File: src/lcd_shift_pkg.sv
package lcd_shift_pkg;
  // shifted byte layout
  localparam int NIBBLE_LSB = 0;
  localparam int NIBBLE_MSB = 3;
  localparam int SPARE_A_BIT = 4;
  localparam int SPARE_B_BIT = 5;
  localparam int SELECT_BIT = 6;
  localparam int STROBE_BIT = 7;
  localparam int BYTE_BITS = 8;
  localparam int NIBBLE_BITS = 4;
  // widest supported display, characters
  localparam int MAX_CHARS = 80;
  // writes per nibble expected from the master
  localparam int XFERS_PER_NIBBLE = 3;
  // reset values and counter increments
  localparam logic [7:0] BYTE_RESET = 8'h00;
  localparam logic [3:0] NIBBLE_ZERO = 4'h0;
  localparam logic [3:0] COUNT_ZERO = 4'h0;
  localparam logic [3:0] COUNT_ONE = 4'h1;
  localparam logic [1:0] PTR_ONE = 2'h1;
endpackage : lcd_shift_pkg

File: src/byte_fifo.sv
`timescale 1ns/1ps
module byte_fifo #(
  parameter int WIDTH = 8,
  parameter int DEPTH = 4
) (
  // clock and reset
  input wire logic clk_i,
  input wire logic reset_i,
  input wire logic ce_i,
  // fill side
  input wire logic in_valid_i,
  output logic in_ready_o,
  input wire logic [WIDTH-1:0] in_data_i,
  // drain side
  output logic out_valid_o,
  input wire logic out_ready_i,
  output logic [WIDTH-1:0] out_data_o
);
  localparam int AW = $clog2(DEPTH);

  initial
  begin
    if (DEPTH < 2 || (1 << AW) != DEPTH || WIDTH < 1)
      $error("byte_fifo: depth must be a power of two >= 2");
  end

  logic [WIDTH-1:0] mem_r [DEPTH];
  logic [AW:0] wr_r;
  logic [AW:0] rd_r;
  logic do_wr;
  logic do_rd;

  // full when pointers differ only in the wrap bit
  assign in_ready_o = !((wr_r[AW] != rd_r[AW]) && (wr_r[AW-1:0] == rd_r[AW-1:0]));
  assign out_valid_o = (wr_r != rd_r);
  assign out_data_o = mem_r[rd_r[AW-1:0]];
  assign do_wr = ce_i && in_valid_i && in_ready_o;
  assign do_rd = ce_i && out_valid_o && out_ready_i;

  // storage, no reset needed
  always_ff @(posedge clk_i)
  begin
    if (do_wr)
      mem_r[wr_r[AW-1:0]] <= in_data_i;
  end

  // pointers
  always_ff @(posedge clk_i)
  begin
    if (reset_i)
    begin
      wr_r <= '0;
      rd_r <= '0;
    end
    else
    begin
      if (do_wr)
        wr_r <= wr_r + (AW+1)'(1);
      if (do_rd)
        rd_r <= rd_r + (AW+1)'(1);
    end
  end
endmodule : byte_fifo

File: src/lcd_shift_port.sv
`timescale 1ns/1ps
module lcd_shift_port
  import lcd_shift_pkg::*;
#(
  parameter int FIFO_DEPTH = 4
) (
  // clock, reset, enable
  input wire logic clk_i,
  input wire logic reset_i,
  input wire logic ce_i,
  // spi slave pins
  input wire logic sck_i,
  input wire logic mosi_i,
  input wire logic ss_n_i,
  // board enable switch
  input wire logic port_enable_i,
  // lcd side
  output logic [3:0] lcd_upper_nibble_lines_o,
  output logic [3:0] lcd_lower_nibble_lines_o,
  output logic cmd_data_select_o,
  output logic lcd_enable_o,
  output logic spare_out_a_o,
  output logic spare_out_b_o,
  // status
  output logic frame_error_o,
  output logic [1:0] xfer_phase_o
);
  initial
  begin
    if (FIFO_DEPTH != 4)
      $error("lcd_shift_port: fifo depth must be 4");
  end

  // two-stage synchronisers for the pins
  logic [1:0] sck_s_r, mosi_s_r, ss_s_r, en_s_r;
  logic sck_d_r;
  always_ff @(posedge clk_i)
  begin
    if (reset_i)
    begin
      sck_s_r <= '0;
      mosi_s_r <= '0;
      ss_s_r <= '1; // select idles released, so no false release after reset
      en_s_r <= '0;
      sck_d_r <= 1'b0;
    end
    else if (ce_i)
    begin
      sck_s_r <= {sck_s_r[0], sck_i};
      mosi_s_r <= {mosi_s_r[0], mosi_i};
      ss_s_r <= {ss_s_r[0], ss_n_i};
      en_s_r <= {en_s_r[0], port_enable_i};
      sck_d_r <= sck_s_r[1];
    end
  end

  logic sck_rise, sel_n, sel_n_d_r, ss_release;
  assign sck_rise = sck_s_r[1] && !sck_d_r;
  assign sel_n = ss_s_r[1];
  assign ss_release = sel_n && !sel_n_d_r;

  // shift only while selected, msb first
  logic [7:0] shift_r;
  logic [3:0] count_r;
  always_ff @(posedge clk_i)
  begin
    if (reset_i)
    begin
      shift_r <= BYTE_RESET;
      count_r <= COUNT_ZERO;
      sel_n_d_r <= 1'b1;
    end
    else if (ce_i)
    begin
      sel_n_d_r <= sel_n;
      if (sel_n)
        count_r <= COUNT_ZERO;
      else if (sck_rise)
      begin
        shift_r <= {shift_r[BYTE_BITS-2:0], mosi_s_r[1]};
        if (count_r != 4'(BYTE_BITS + 1)) // stop past eight so a ninth edge spoils the byte
          count_r <= count_r + COUNT_ONE;
      end
    end
  end

  // a byte is whole only with exactly eight edges in the frame
  logic byte_ok, push;
  assign byte_ok = ss_release && (count_r == 4'(BYTE_BITS));
  assign push = byte_ok && en_s_r[1];

  logic fifo_rdy, fifo_vld;
  logic [7:0] fifo_q;
  // lcd side takes one byte per cycle; ce gates both ends, so the fifo never holds more than one byte
  byte_fifo #(.WIDTH(BYTE_BITS), .DEPTH(FIFO_DEPTH)) u_fifo (
    .clk_i(clk_i),
    .reset_i(reset_i),
    .ce_i(ce_i),
    .in_valid_i(push),
    .in_ready_o(fifo_rdy),
    .in_data_i(shift_r),
    .out_valid_o(fifo_vld),
    .out_ready_i(1'b1),
    .out_data_o(fifo_q)
  );

  // parallel outputs, all bits loaded in one edge
  always_ff @(posedge clk_i)
  begin
    if (reset_i)
    begin
      lcd_upper_nibble_lines_o <= NIBBLE_ZERO;
      cmd_data_select_o <= 1'b0;
      lcd_enable_o <= 1'b0;
      spare_out_a_o <= 1'b0;
      spare_out_b_o <= 1'b0;
    end
    else if (ce_i)
    begin
      if (!en_s_r[1])
        lcd_enable_o <= 1'b0;
      else if (fifo_vld)
      begin
        lcd_upper_nibble_lines_o <= fifo_q[NIBBLE_MSB:NIBBLE_LSB];
        spare_out_a_o <= fifo_q[SPARE_A_BIT];
        spare_out_b_o <= fifo_q[SPARE_B_BIT];
        cmd_data_select_o <= fifo_q[SELECT_BIT];
        lcd_enable_o <= fifo_q[STROBE_BIT];
      end
    end
  end

  // lower lines never driven high; no read path back to the master
  always_ff @(posedge clk_i)
  begin
    if (reset_i)
      lcd_lower_nibble_lines_o <= NIBBLE_ZERO;
    else
      lcd_lower_nibble_lines_o <= NIBBLE_ZERO;
  end

  // phase tracker of the three-byte write, for software diagnosis only
  always_ff @(posedge clk_i)
  begin
    if (reset_i)
    begin
      xfer_phase_o <= '0;
      frame_error_o <= 1'b0;
    end
    else if (ce_i)
    begin
      if (ss_release && !byte_ok)
        frame_error_o <= 1'b1;
      else if (push && !fifo_rdy)
        frame_error_o <= 1'b1;
      if (push)
      begin
        if (xfer_phase_o == 2'(XFERS_PER_NIBBLE - 1))
          xfer_phase_o <= '0;
        else
          xfer_phase_o <= xfer_phase_o + PTR_ONE;
      end
    end
  end
endmodule : lcd_shift_port

File: config.mk
export PLATFORM = sky130hd
export DESIGN_NAME = lcd_shift_port
export DESIGN_NICKNAME = d
export VERILOG_FILES = /design/src/lcd_shift_pkg.sv /design/src/byte_fifo.sv /design/src/lcd_shift_port.sv
export SDC_FILE = /design/constraint.sdc
export NUM_CORES = 1
export LEC_CHECK = 0
export BUFFER_PORTS_ARGS = -buffer_cell sky130_fd_sc_hd__buf_2
export CAP_MARGIN = 20
export CORE_MARGIN = 10
export CORE_UTILIZATION = 35
export CTS_CLUSTER_DIAMETER = 60
export DETAILED_ROUTE_END_ITERATION = 12
export PLACE_DENSITY = 0.52
export SYNTH_ARGS = -nofsm -noshare
export SYNTH_HDL_FRONTEND = slang
export SYNTH_SLANG_ARGS = --single-unit
File: constraint.sdc
create_clock -name clk_i -period 2.8 [get_ports clk_i]
set_clock_uncertainty 0.15 [all_clocks]
set_input_delay 0.14 -clock clk_i [delete_from_list [all_inputs] [get_ports clk_i]]
set_output_delay 0.14 -clock clk_i [all_outputs]
set_load 0.02 [all_outputs]
# Word-level counts from Yosys, hierarchy flattened
# Memory sizes are Yosys's and may differ from the RTL's. A register that Yosys moved wholly into a read port is not among the register bits.
# Index checks and enable logic that the tools add are counted.
[classes] n_addsub=4 eq_ne=7 mux=12 n_bitwise=1 reduce_logical=23
[ops] op="$mux 4" n=3
[ops] op="$logic_and 1x1->1" n=10
[ops] op="$reduce_and 3->1" n=3
[ops] op="$add 3x1->3 const B" n=2
[ops] op="$mux 1" n=6
[ops] op="$mux 2" n=3
[ops] op="$reduce_and 2->1" n=3
[ops] op="$reduce_bool 2->1" n=3
[ops] op="$add 4x1->4 const B" n=1
[ops] op="$eq 4x4->1 const B" n=1
[ops] op="$logic_not 1->1" n=4
[ops] op="$ne 4x4->1 const B" n=1
[ops] op="$ne 3x3->1" n=1
[ops] op="$add 2x1->2 const B" n=1
[ops] op="$eq 2x2->1" n=1
[ops] op="$eq 2x2->1 const B" n=1
[ops] op="$ne 2x1->1 const B" n=1
[ops] op="$ne 1x1->1" n=1
[ops] op="$not 1->1" n=1
[word_totals] regBits=39 mem_bits_rw=32 inputBits=7 out_inout_bits=15 elab_cells=65 mem_count=1
[mem_list] name="u_fifo.mem_r" words=4 width=8 rd=1 rd_ports_with_merged_regs=1 write_ports=1 line_no="byte_fifo.sv:27" text="logic [WIDTH-1:0] mem_r [DEPTH];"

# Logic depth before layout (Yosys ltp)
# Gate-level depths: netlist (run 1).
[depth] word_depth=8 ltp_mapped=6

# By module
# Synthesis (run 1) repeated with hierarchy kept, for this count alone.
[unflattened] cells_unflattened=262 area_unflattened_um2=3168.0
[by_module_without_submodules] mod="byte_fifo" instances=1 cells_per_inst=112 area_each_um2=1757.9 seq_area_each_um2=1121.1
[by_module_without_submodules] mod="lcd_shift_port" instances=1 cells_per_inst=150 area_each_um2=1410.1 seq_area_each_um2=660.6

# Worst setup path before layout (run 1)
# Ideal clock, no wire load.
[synth_timing] path_kind="register to register" startpoint="register count_r[0]" endpoint="register u_fifo.wr_r[2]" setup_ps=123 t_arrival_ps=1602 slack_ps=924 stages_incl_launch_ff=6 n_path_buf=0 synth_period_minus_slack_ps=1876 path_cell_list="dfxtp_1 inv_1 ha_1 nand4_4 nor3b_2 mux2_1"
[synth_via] elab_chain_len=5
[synth_rtl] item="start, declared" line_no="lcd_shift_port.sv:64" text="logic [3:0] count_r;"
[synth_rtl] item="start signal, assigned" line_no="lcd_shift_port.sv:82" text="count_r <= count_r + COUNT_ONE;"
[synth_rtl] item="$eq 4x4->1" line_no="lcd_shift_port.sv:89" text="assign byte_ok = ss_release && (count_r == 4'(BYTE_BITS));"
[synth_rtl] item="$logic_and 1x1->1" line_no="lcd_shift_port.sv:89"
[synth_rtl] item="$logic_and 1x1->1" line_no="lcd_shift_port.sv:90" text="assign push = byte_ok && en_s_r[1];"
[synth_rtl] item="$logic_and 1x1->1 (2 in a row)" line_no="byte_fifo.sv:37" text="assign do_wr = ce_i && in_valid_i && in_ready_o;"
[synth_rtl] item="end signal, assigned" line_no="byte_fifo.sv:58" text="wr_r <= wr_r + (AW+1)'(1);"
[synth_rtl] item="end, declared" line_no="byte_fifo.sv:28" text="logic [AW:0] wr_r;"
# No other way between the ends.
# A chain may end at the register's enable or synchronous reset.

# Worst setup path in the final report (run 1)
[layout_timing] startpoint="register count_r[0]" endpoint="memory u_fifo.mem_r[1][1] (enable)"
[layout_via] elab_chain_len=7
[layout_rtl] item="$eq 4x4->1" line_no="lcd_shift_port.sv:89"
[layout_rtl] item="$logic_and 1x1->1" line_no="lcd_shift_port.sv:89"
[layout_rtl] item="$logic_and 1x1->1" line_no="lcd_shift_port.sv:90"
[layout_rtl] item="$logic_and 1x1->1 (2 in a row)" line_no="byte_fifo.sv:37"
[layout_rtl] item="$mux 1" line_no="byte_fifo.sv:43" text="if (do_wr)"
[layout_rtl] item="$mux 1 (not written as such)" line_no="byte_fifo.sv:44" text="mem_r[wr_r[AW-1:0]] <= in_data_i;"
[layout_rtl] item="end, declared" line_no="byte_fifo.sv:27"
# No other way between the ends.

==> flow_metrics.py, run 1 <==
metrics = {
    "run": {
        "maxCapViolations": 0,
    },
    "placed_design": {
        "place.gp.congestion": 0.730,
        "dp.cells": 343,
        "detailedPlacementHpwl_um": 3600,
        "port_buffers": 17,
        "place_ws_ns": 0.741,
    },
    "layout": {
        "mostFrequentLayoutCells": "dfxtp_1 (41), edfxtp_1 (32), nor2_1 (23)",
        "drive_gt1_frac": 0.190,
        "fin_nets": 268,
        "area_growth_pct": 15.0,
        "finalNonFillerCells": 363,
        "antenna_cells": 0,
        "final_common_cell": "dfxtp_1",
    },
    "critical_path": {
        "arrival_ns": 1.78,
        "critPathRequiredTime_ns": 2.65,
        "endpoint_kind": "flop",
        "rr_startpoint": "count_r[0]",
        "cp-start-kind": "flop",
        "ff2ff_setup_slack_ns": 0.87,
        "ff2ff_path_depth": 5,
        "r2r_end": "u_fifo.mem_r[1][1]",
        "path_max_fanout": 10,
        "worstSetupPathType": "reg -> reg",
        "setup.worst_path.start": "count_r[0]",
    },
    "power_and_ir_drop": {
        "p_comb_frac": 0.022,
        "power_density_nw_per_um2": 632,
        "switching_share": 0.200,
        "intPower_w": 0.00172,
        "power.switching_w": 0.000430,
        "p_leak_nw": 1.26,
        "ir_worst_vdd_v": 0.000241,
        "power_frac_clock": 0.459,
        "sequentialPowerShare": 0.519,
    },
    "routing": {
        "first_pass_iters": 4,
        "routedWlPerCell_um": 14.5,
        "finalWirelength_um": 5260,
        "drt_iter0_markers": 65,
        "ant_nets": 0,
        "via_per_inst": 4.58,
        "vias": 1663,
        "drc": 0,
    },
    "min_path": {
        "holdCritPathClass": "in -> reg",
        "holdPathEnd": "sck_d_r",
        "hp-start": "ce_i",
        "holdPathStages": 3,
    },
    "global_route": {
        "grt.total_usage": 0.0905,
        "antenna_found_initial": 0,
        "grt_pass1_wl_um": 9070,
        "grt_max_degree": 41,
        "grt_pass1_vias": 1745,
        "grt_overflow": 0,
    },
    "floorplanning": {
        "die_y_um": 112,
        "num_rows": 33,
        "die_area_um2": 12500,
        "die_w_um": 112,
        "pin_count": 22,
        "initial_core_util": 0.360,
        "core_um2": 8220,
    },
    "timing": {
        "tns_ns": 0,
        "setup_ws_ns": 0.868,
        "finalMaxSlewViolations": 0,
        "worstMarginPinSlew_ns": 0.745,
        "rsz0062_at_grt": "false",
        "fmax_mhz": 517,
        "hold_viol_final": 0,
        "final-setup-viol-count": 0,
        "finalCriticalPeriod_ns": 1.93,
        "fin_crit_sh": 0.690,
        "relSlewSlack": 0.503,
    },
    "clocking": {
        "clkTransAtPathRegs_ns": 0.08,
        "numCtsBuffers": 9,
        "root_buffer": "clkbuf_8",
        "htreeDepth": 3,
        "clk_path_buf_depth": 2,
        "tritoncts": "built",
        "post_cts_buffers": 0,
        "clk_latency_ns": 0.34,
        "cts_sinks": 73,
    },
    "synth": {
        "ys.flop_type": "dfxtp_1",
        "synth_area_um2": 2950,
        "syn-instance-count": 230,
        "yosys_warnings": 0,
        "post_synth_num_cell_types": 43,
        "async_flop_share": 0,
        "seq_area_frac_synth": 0.603,
        "synth_edf_count": 32,
        "syn_avg_cell_area_um2": 12.8,
        "ys_seq_elements": 73,
    },
    "outcome": {
        "outcome": "completed",
    },
}
[stage by stage]
step | hold WS, ns | cell area (um^2) | util | total power [W]
after floorplan | 0.112 | 2970 | - | 0.00118
after global placement | 0.203 | 3120 | 0.379 | 0.00118
after detailed placement | 0.210 | 3120 | 0.379 | 0.00118
after CTS | 0.122 | 3400 | 0.414 | 0.00217
after global routing | 0.156 | 3400 | 0.414 | 0.00222
final | 0.137 | 3400 | 0.414 | 0.00215
[how the worst max path moves through the flow]
| stage | to | slack (ns) |
|---|---|---|
| after floorplan | u_fifo.wr_r[2] | 0.92 |
| after detailed placement | u_fifo.mem_r[0][4] | 0.74 |
| after global placement | u_fifo.mem_r[0][4] | 0.74 |
| final | u_fifo.mem_r[1][1] | 0.87 |
| after CTS | u_fifo.mem_r[0][1] | 0.83 |
| after global routing | u_fifo.mem_r[0][1] | 0.67 |
[critical path, stage by stage (launching register included)]
cell and delay (ns):
dfxtp_1 0.35, inv_1 0.12, ha_1 0.23, nand4_4 0.18, nor2_1 0.18, and2_1 0.38
[layout make-up]
class                           count  area [um^2]
Fill cell                         774         4820
Multi-Input combinational cell    140         1080
Clock buffer                        9          124
Tap cell                          105          131
Timing Repair Buffer               23          140
Clock inverter                      7          119
Sequential cell                    73         1780
Inverter                            6         22.5
[metal layers]
| metal | GRT usage | routed length [um] | vias to the layer above |
|---|---|---|---|
| li1 | - | - | 857 |
| met1 | 0.118 | 2720 | 774 |
| met2 | 0.129 | 2250 | 23 |
| met3 | 0.0322 | 202 | 9 |
| met4 | 0.0437 | 90 | 0 |
| met5 | 0 | 0 | - |
[power by group through the flow]
stage          Combinational (W)  Sequential [W]  Clock (W)
3_3_place_gp           0.0000439         0.00114          0
6_report               0.0000481         0.00111   0.000986
2_1_floorplan          0.0000381         0.00114          0
3_5_place_dp           0.0000444         0.00114          0
5_1_grt                0.0000544         0.00112    0.00106
4_1_cts                0.0000489         0.00111    0.00101
[cell usage after synthesis, types with 2 or more instances]
library cell  instances  area [um^2]
or3b_1                2         17.5
xor2_2                2         32.5
a211o_1               2         17.5
edfxtp_1             32          961
a21oi_1              14         70.1
and3b_1               2         17.5
buf_4                 5         37.5
nand3b_1              2         15.0
or3_1                 2         12.5
xnor2_1               2         17.5
mux2i_1              15          150
ha_1                  8          100
xor2_1                5         43.8
buf_1                 3         11.3
and2_1                3         18.8
inv_1                 6         22.5
clkbuf_1              3         11.3
nand2_1              21         78.8
o32ai_1               2         17.5
nor2_1               23         86.3
dfxtp_1              41          821
a21o_1                2         15.0
mux4_2                8          180
o21ai_0               2         10.0
nor3_1                2         10.0
nor2b_1               4         25.0
[registers in the layout, indices dropped and copies added, names as in the netlist, 2 cells and up, named ones only]
signal	cells
mosi_s_r	2
lcd_upper_nibble_lines_o	4
xfer_phase_o	2
shift_r	8
u_fifo.mem_r	32
count_r	4
sck_s_r	2
u_fifo.wr_r	3
u_fifo.rd_r	3
ss_s_r	2
en_s_r	2
[timing repair]
item                       4_1_cts  5_1_grt
hold endpoints to repair         4        0
setup endpoints to repair        0        0
gates resized for setup          0        0
hold buffers                     4        0
[cells by family (layout without fill, tap and decap cells)]
logic type,after synthesis,after routing,share of synthesized area
muxes,24,24,0.116
DFF,73,73,0.603
other,1,4,0.00127
adders and majority gates,8,8,0.0339
buffers and inverters,20,45,0.0352
AOI/OAI and AO/OA,27,27,0.0589
and+or+nand+nor,68,68,0.120
xor gates and xnor gates,9,9,0.0318
Note: power is estimated with default switching activity, not from simulation.
==> run 2, diff against run 1 <==
--- a/config.mk
+++ b/config.mk
@@ -11,7 +11,7 @@
 export CORE_UTILIZATION = 35
 export CTS_CLUSTER_DIAMETER = 60
 export DETAILED_ROUTE_END_ITERATION = 12
-export PLACE_DENSITY = 0.52
+export PLACE_DENSITY = 0.54
 export SYNTH_ARGS = -nofsm -noshare
 export SYNTH_HDL_FRONTEND = slang
 export SYNTH_SLANG_ARGS = --single-unit
==> constraint.sdc (replaced) <==
create_clock -name clk_i -period 1.71 [get_ports clk_i]
set_clock_uncertainty 0.15 [all_clocks]
set_input_delay 0.0855 -clock clk_i [delete_from_list [all_inputs] [get_ports clk_i]]
set_output_delay 0.0855 -clock clk_i [all_outputs]
set_load 0.02 [all_outputs]
==> flow_metrics.py, run 2 (synthesis results as in run 1) <==
metrics = {
    "placed_design": {
        "place.gp.congestion": 0.759,
        "detailedPlacementHpwl_um": 3890,
        "dp.cells": 365,
        "port_buffers": 17,
        "place_ws_ns": -0.124,
    },
    "floorplanning": {
        "die_w_um": 112,
        "pin_count": 22,
        "core_um2": 8220,
        "num_rows": 33,
        "die_area_um2": 12500,
        "die_y_um": 112,
        "initial_core_util": 0.360,
    },
    "layout": {
        "fillers": 751,
        "multi_input_area_um2": 1170,
        "finalNonFillerCells": 392,
        "antenna_cells": 0,
        "drive_gt1_frac": 0.328,
        "largest_register_ff_count": 32,
        "seq_area_um2": 1800,
        "fin_nets": 297,
        "mostFrequentLayoutCells": "edfxtp_1 (32), dfxtp_1 (31), nor2_1 (23)",
        "area_growth_pct": 24.8,
        "final_common_cell": "edfxtp_1",
    },
    "timing": {
        "finalMaxSlewViolations": 0,
        "finalCriticalPeriod_ns": 1.67,
        "fin_crit_sh": 0.979,
        "final-setup-viol-count": 0,
        "tns_ns": 0,
        "setup_ws_ns": 0.0360,
        "hold_viol_final": 0,
        "rsz0062_at_grt": "true",
        "fmax_mhz": 597,
        "timing.hold.ws_ns": 0.133,
    },
    "outcome": {
        "outcome": "completed",
    },
    "power_and_ir_drop": {
        "power_density_nw_per_um2": 835,
        "ir_worst_vdd_v": 0.000369,
        "p_leak_nw": 1.41,
    },
    "routing": {
        "routedWlPerCell_um": 14.4,
        "drt_iter0_markers": 92,
        "drc": 0,
        "ant_nets": 0,
        "vias": 1826,
        "finalWirelength_um": 5640,
        "first_pass_iters": 4,
        "via_per_inst": 4.66,
    },
    "global_route": {
        "grt_pass1_vias": 1871,
        "grt_max_degree": 21,
        "grt_overflow": 0,
        "grt_pass1_wl_um": 9260,
        "antenna_found_initial": 0,
        "grt.total_usage": 0.0920,
    },
    "critical_path": {
        "path_max_fanout": 4,
        "critPathRequiredTime_ns": 1.61,
        "cp-start-kind": "flop",
        "endpoint_kind": "flop",
        "arrival_ns": 1.58,
        "worstSetupPathType": "reg -> reg",
    },
    "run": {
        "maxCapViolations": 0,
    },
    "clocking": {
        "clkTransAtPathRegs_ns": 0.07,
        "clk_path_buf_depth": 2,
        "root_buffer": "clkbuf_8",
        "htreeDepth": 3,
        "cts_sinks": 73,
        "numCtsBuffers": 9,
        "tritoncts": "built",
        "clk_latency_ns": 0.34,
    },
    "min_path": {
        "holdCritPathClass": "in -> reg",
    },
}
[run 2: cell count changes in the layout (fill, tap and decap cells not counted), sizes merged]
cell	before	now
dlygate4sd3	4	8
buf	19	44
bufinv	3	0
clkbuf	9	12
[run 2: worst paths after layout]
check,slack [ns],endpoint,startpoint,depth (start not counted)
setup reg to reg,0.04,u_fifo.mem_r[3][2],u_fifo.wr_r[1],5
hold reg to reg,0.29,sel_n_d_r,sel_n_d_r,1
setup / recovery,0.04,u_fifo.mem_r[3][2],u_fifo.wr_r[1],5
hold / removal,0.13,count_r[1],ce_i,3
[run 2: area by class of cell]
type                    count  share of cell area
flip-flops and latches     73               0.489
multi-input cells         140               0.317
repair buffers             52               0.107
clock buffers              12              0.0394
well taps                 105              0.0356
inverters                   6             0.00679
clock inverters             4             0.00577
[run 2: timing repair]
action	in CTS	in global routing
setup buffers	0	3
endpoints found under the hold margin	10	0
setup endpoints to repair	28	35
hold buffers	8	0
gates resized for setup	4	18
pin swaps	0	6
[run 2: metal layers]
| metal | vias to the layer above | part of all wire | GRT usage |
|---|---|---|---|
| met5 | - | 0 | 0 |
| met4 | 0 | 0.014 | 0.0411 |
| met3 | 6 | 0.032 | 0.0306 |
| met2 | 25 | 0.49 | 0.146 |
| met1 | 881 | 0.47 | 0.111 |
| li1 | 914 | - | - |
[run 2: stage by stage]
stage                     area [um^2]  total power [W]  utilization
after CTS                        3590          0.00313        0.437
after global placement           3330          0.00195        0.405
after floorplan                  3000          0.00193            -
after detailed placement         3330          0.00195        0.405
after global routing             3690          0.00322        0.449
final                            3690          0.00308        0.449
[run 2: critical path, cell delays in order, from the launching register on]
cell and delay, ns:
dfxtp_4 0.37, xor2_4 0.24, nor3_4 0.07, buf_6 0.12
nor3b_4 0.28, buf_6 0.16
[run 2: power breakdown]
group	total (W)	switching, W	internal [W]
sequential	0.00182	0.00000721	0.00181
clock	0.00116	0.000600	0.000558
combinational	0.000103	0.0000556	0.0000470
total	0.00308	0.000662	0.00242
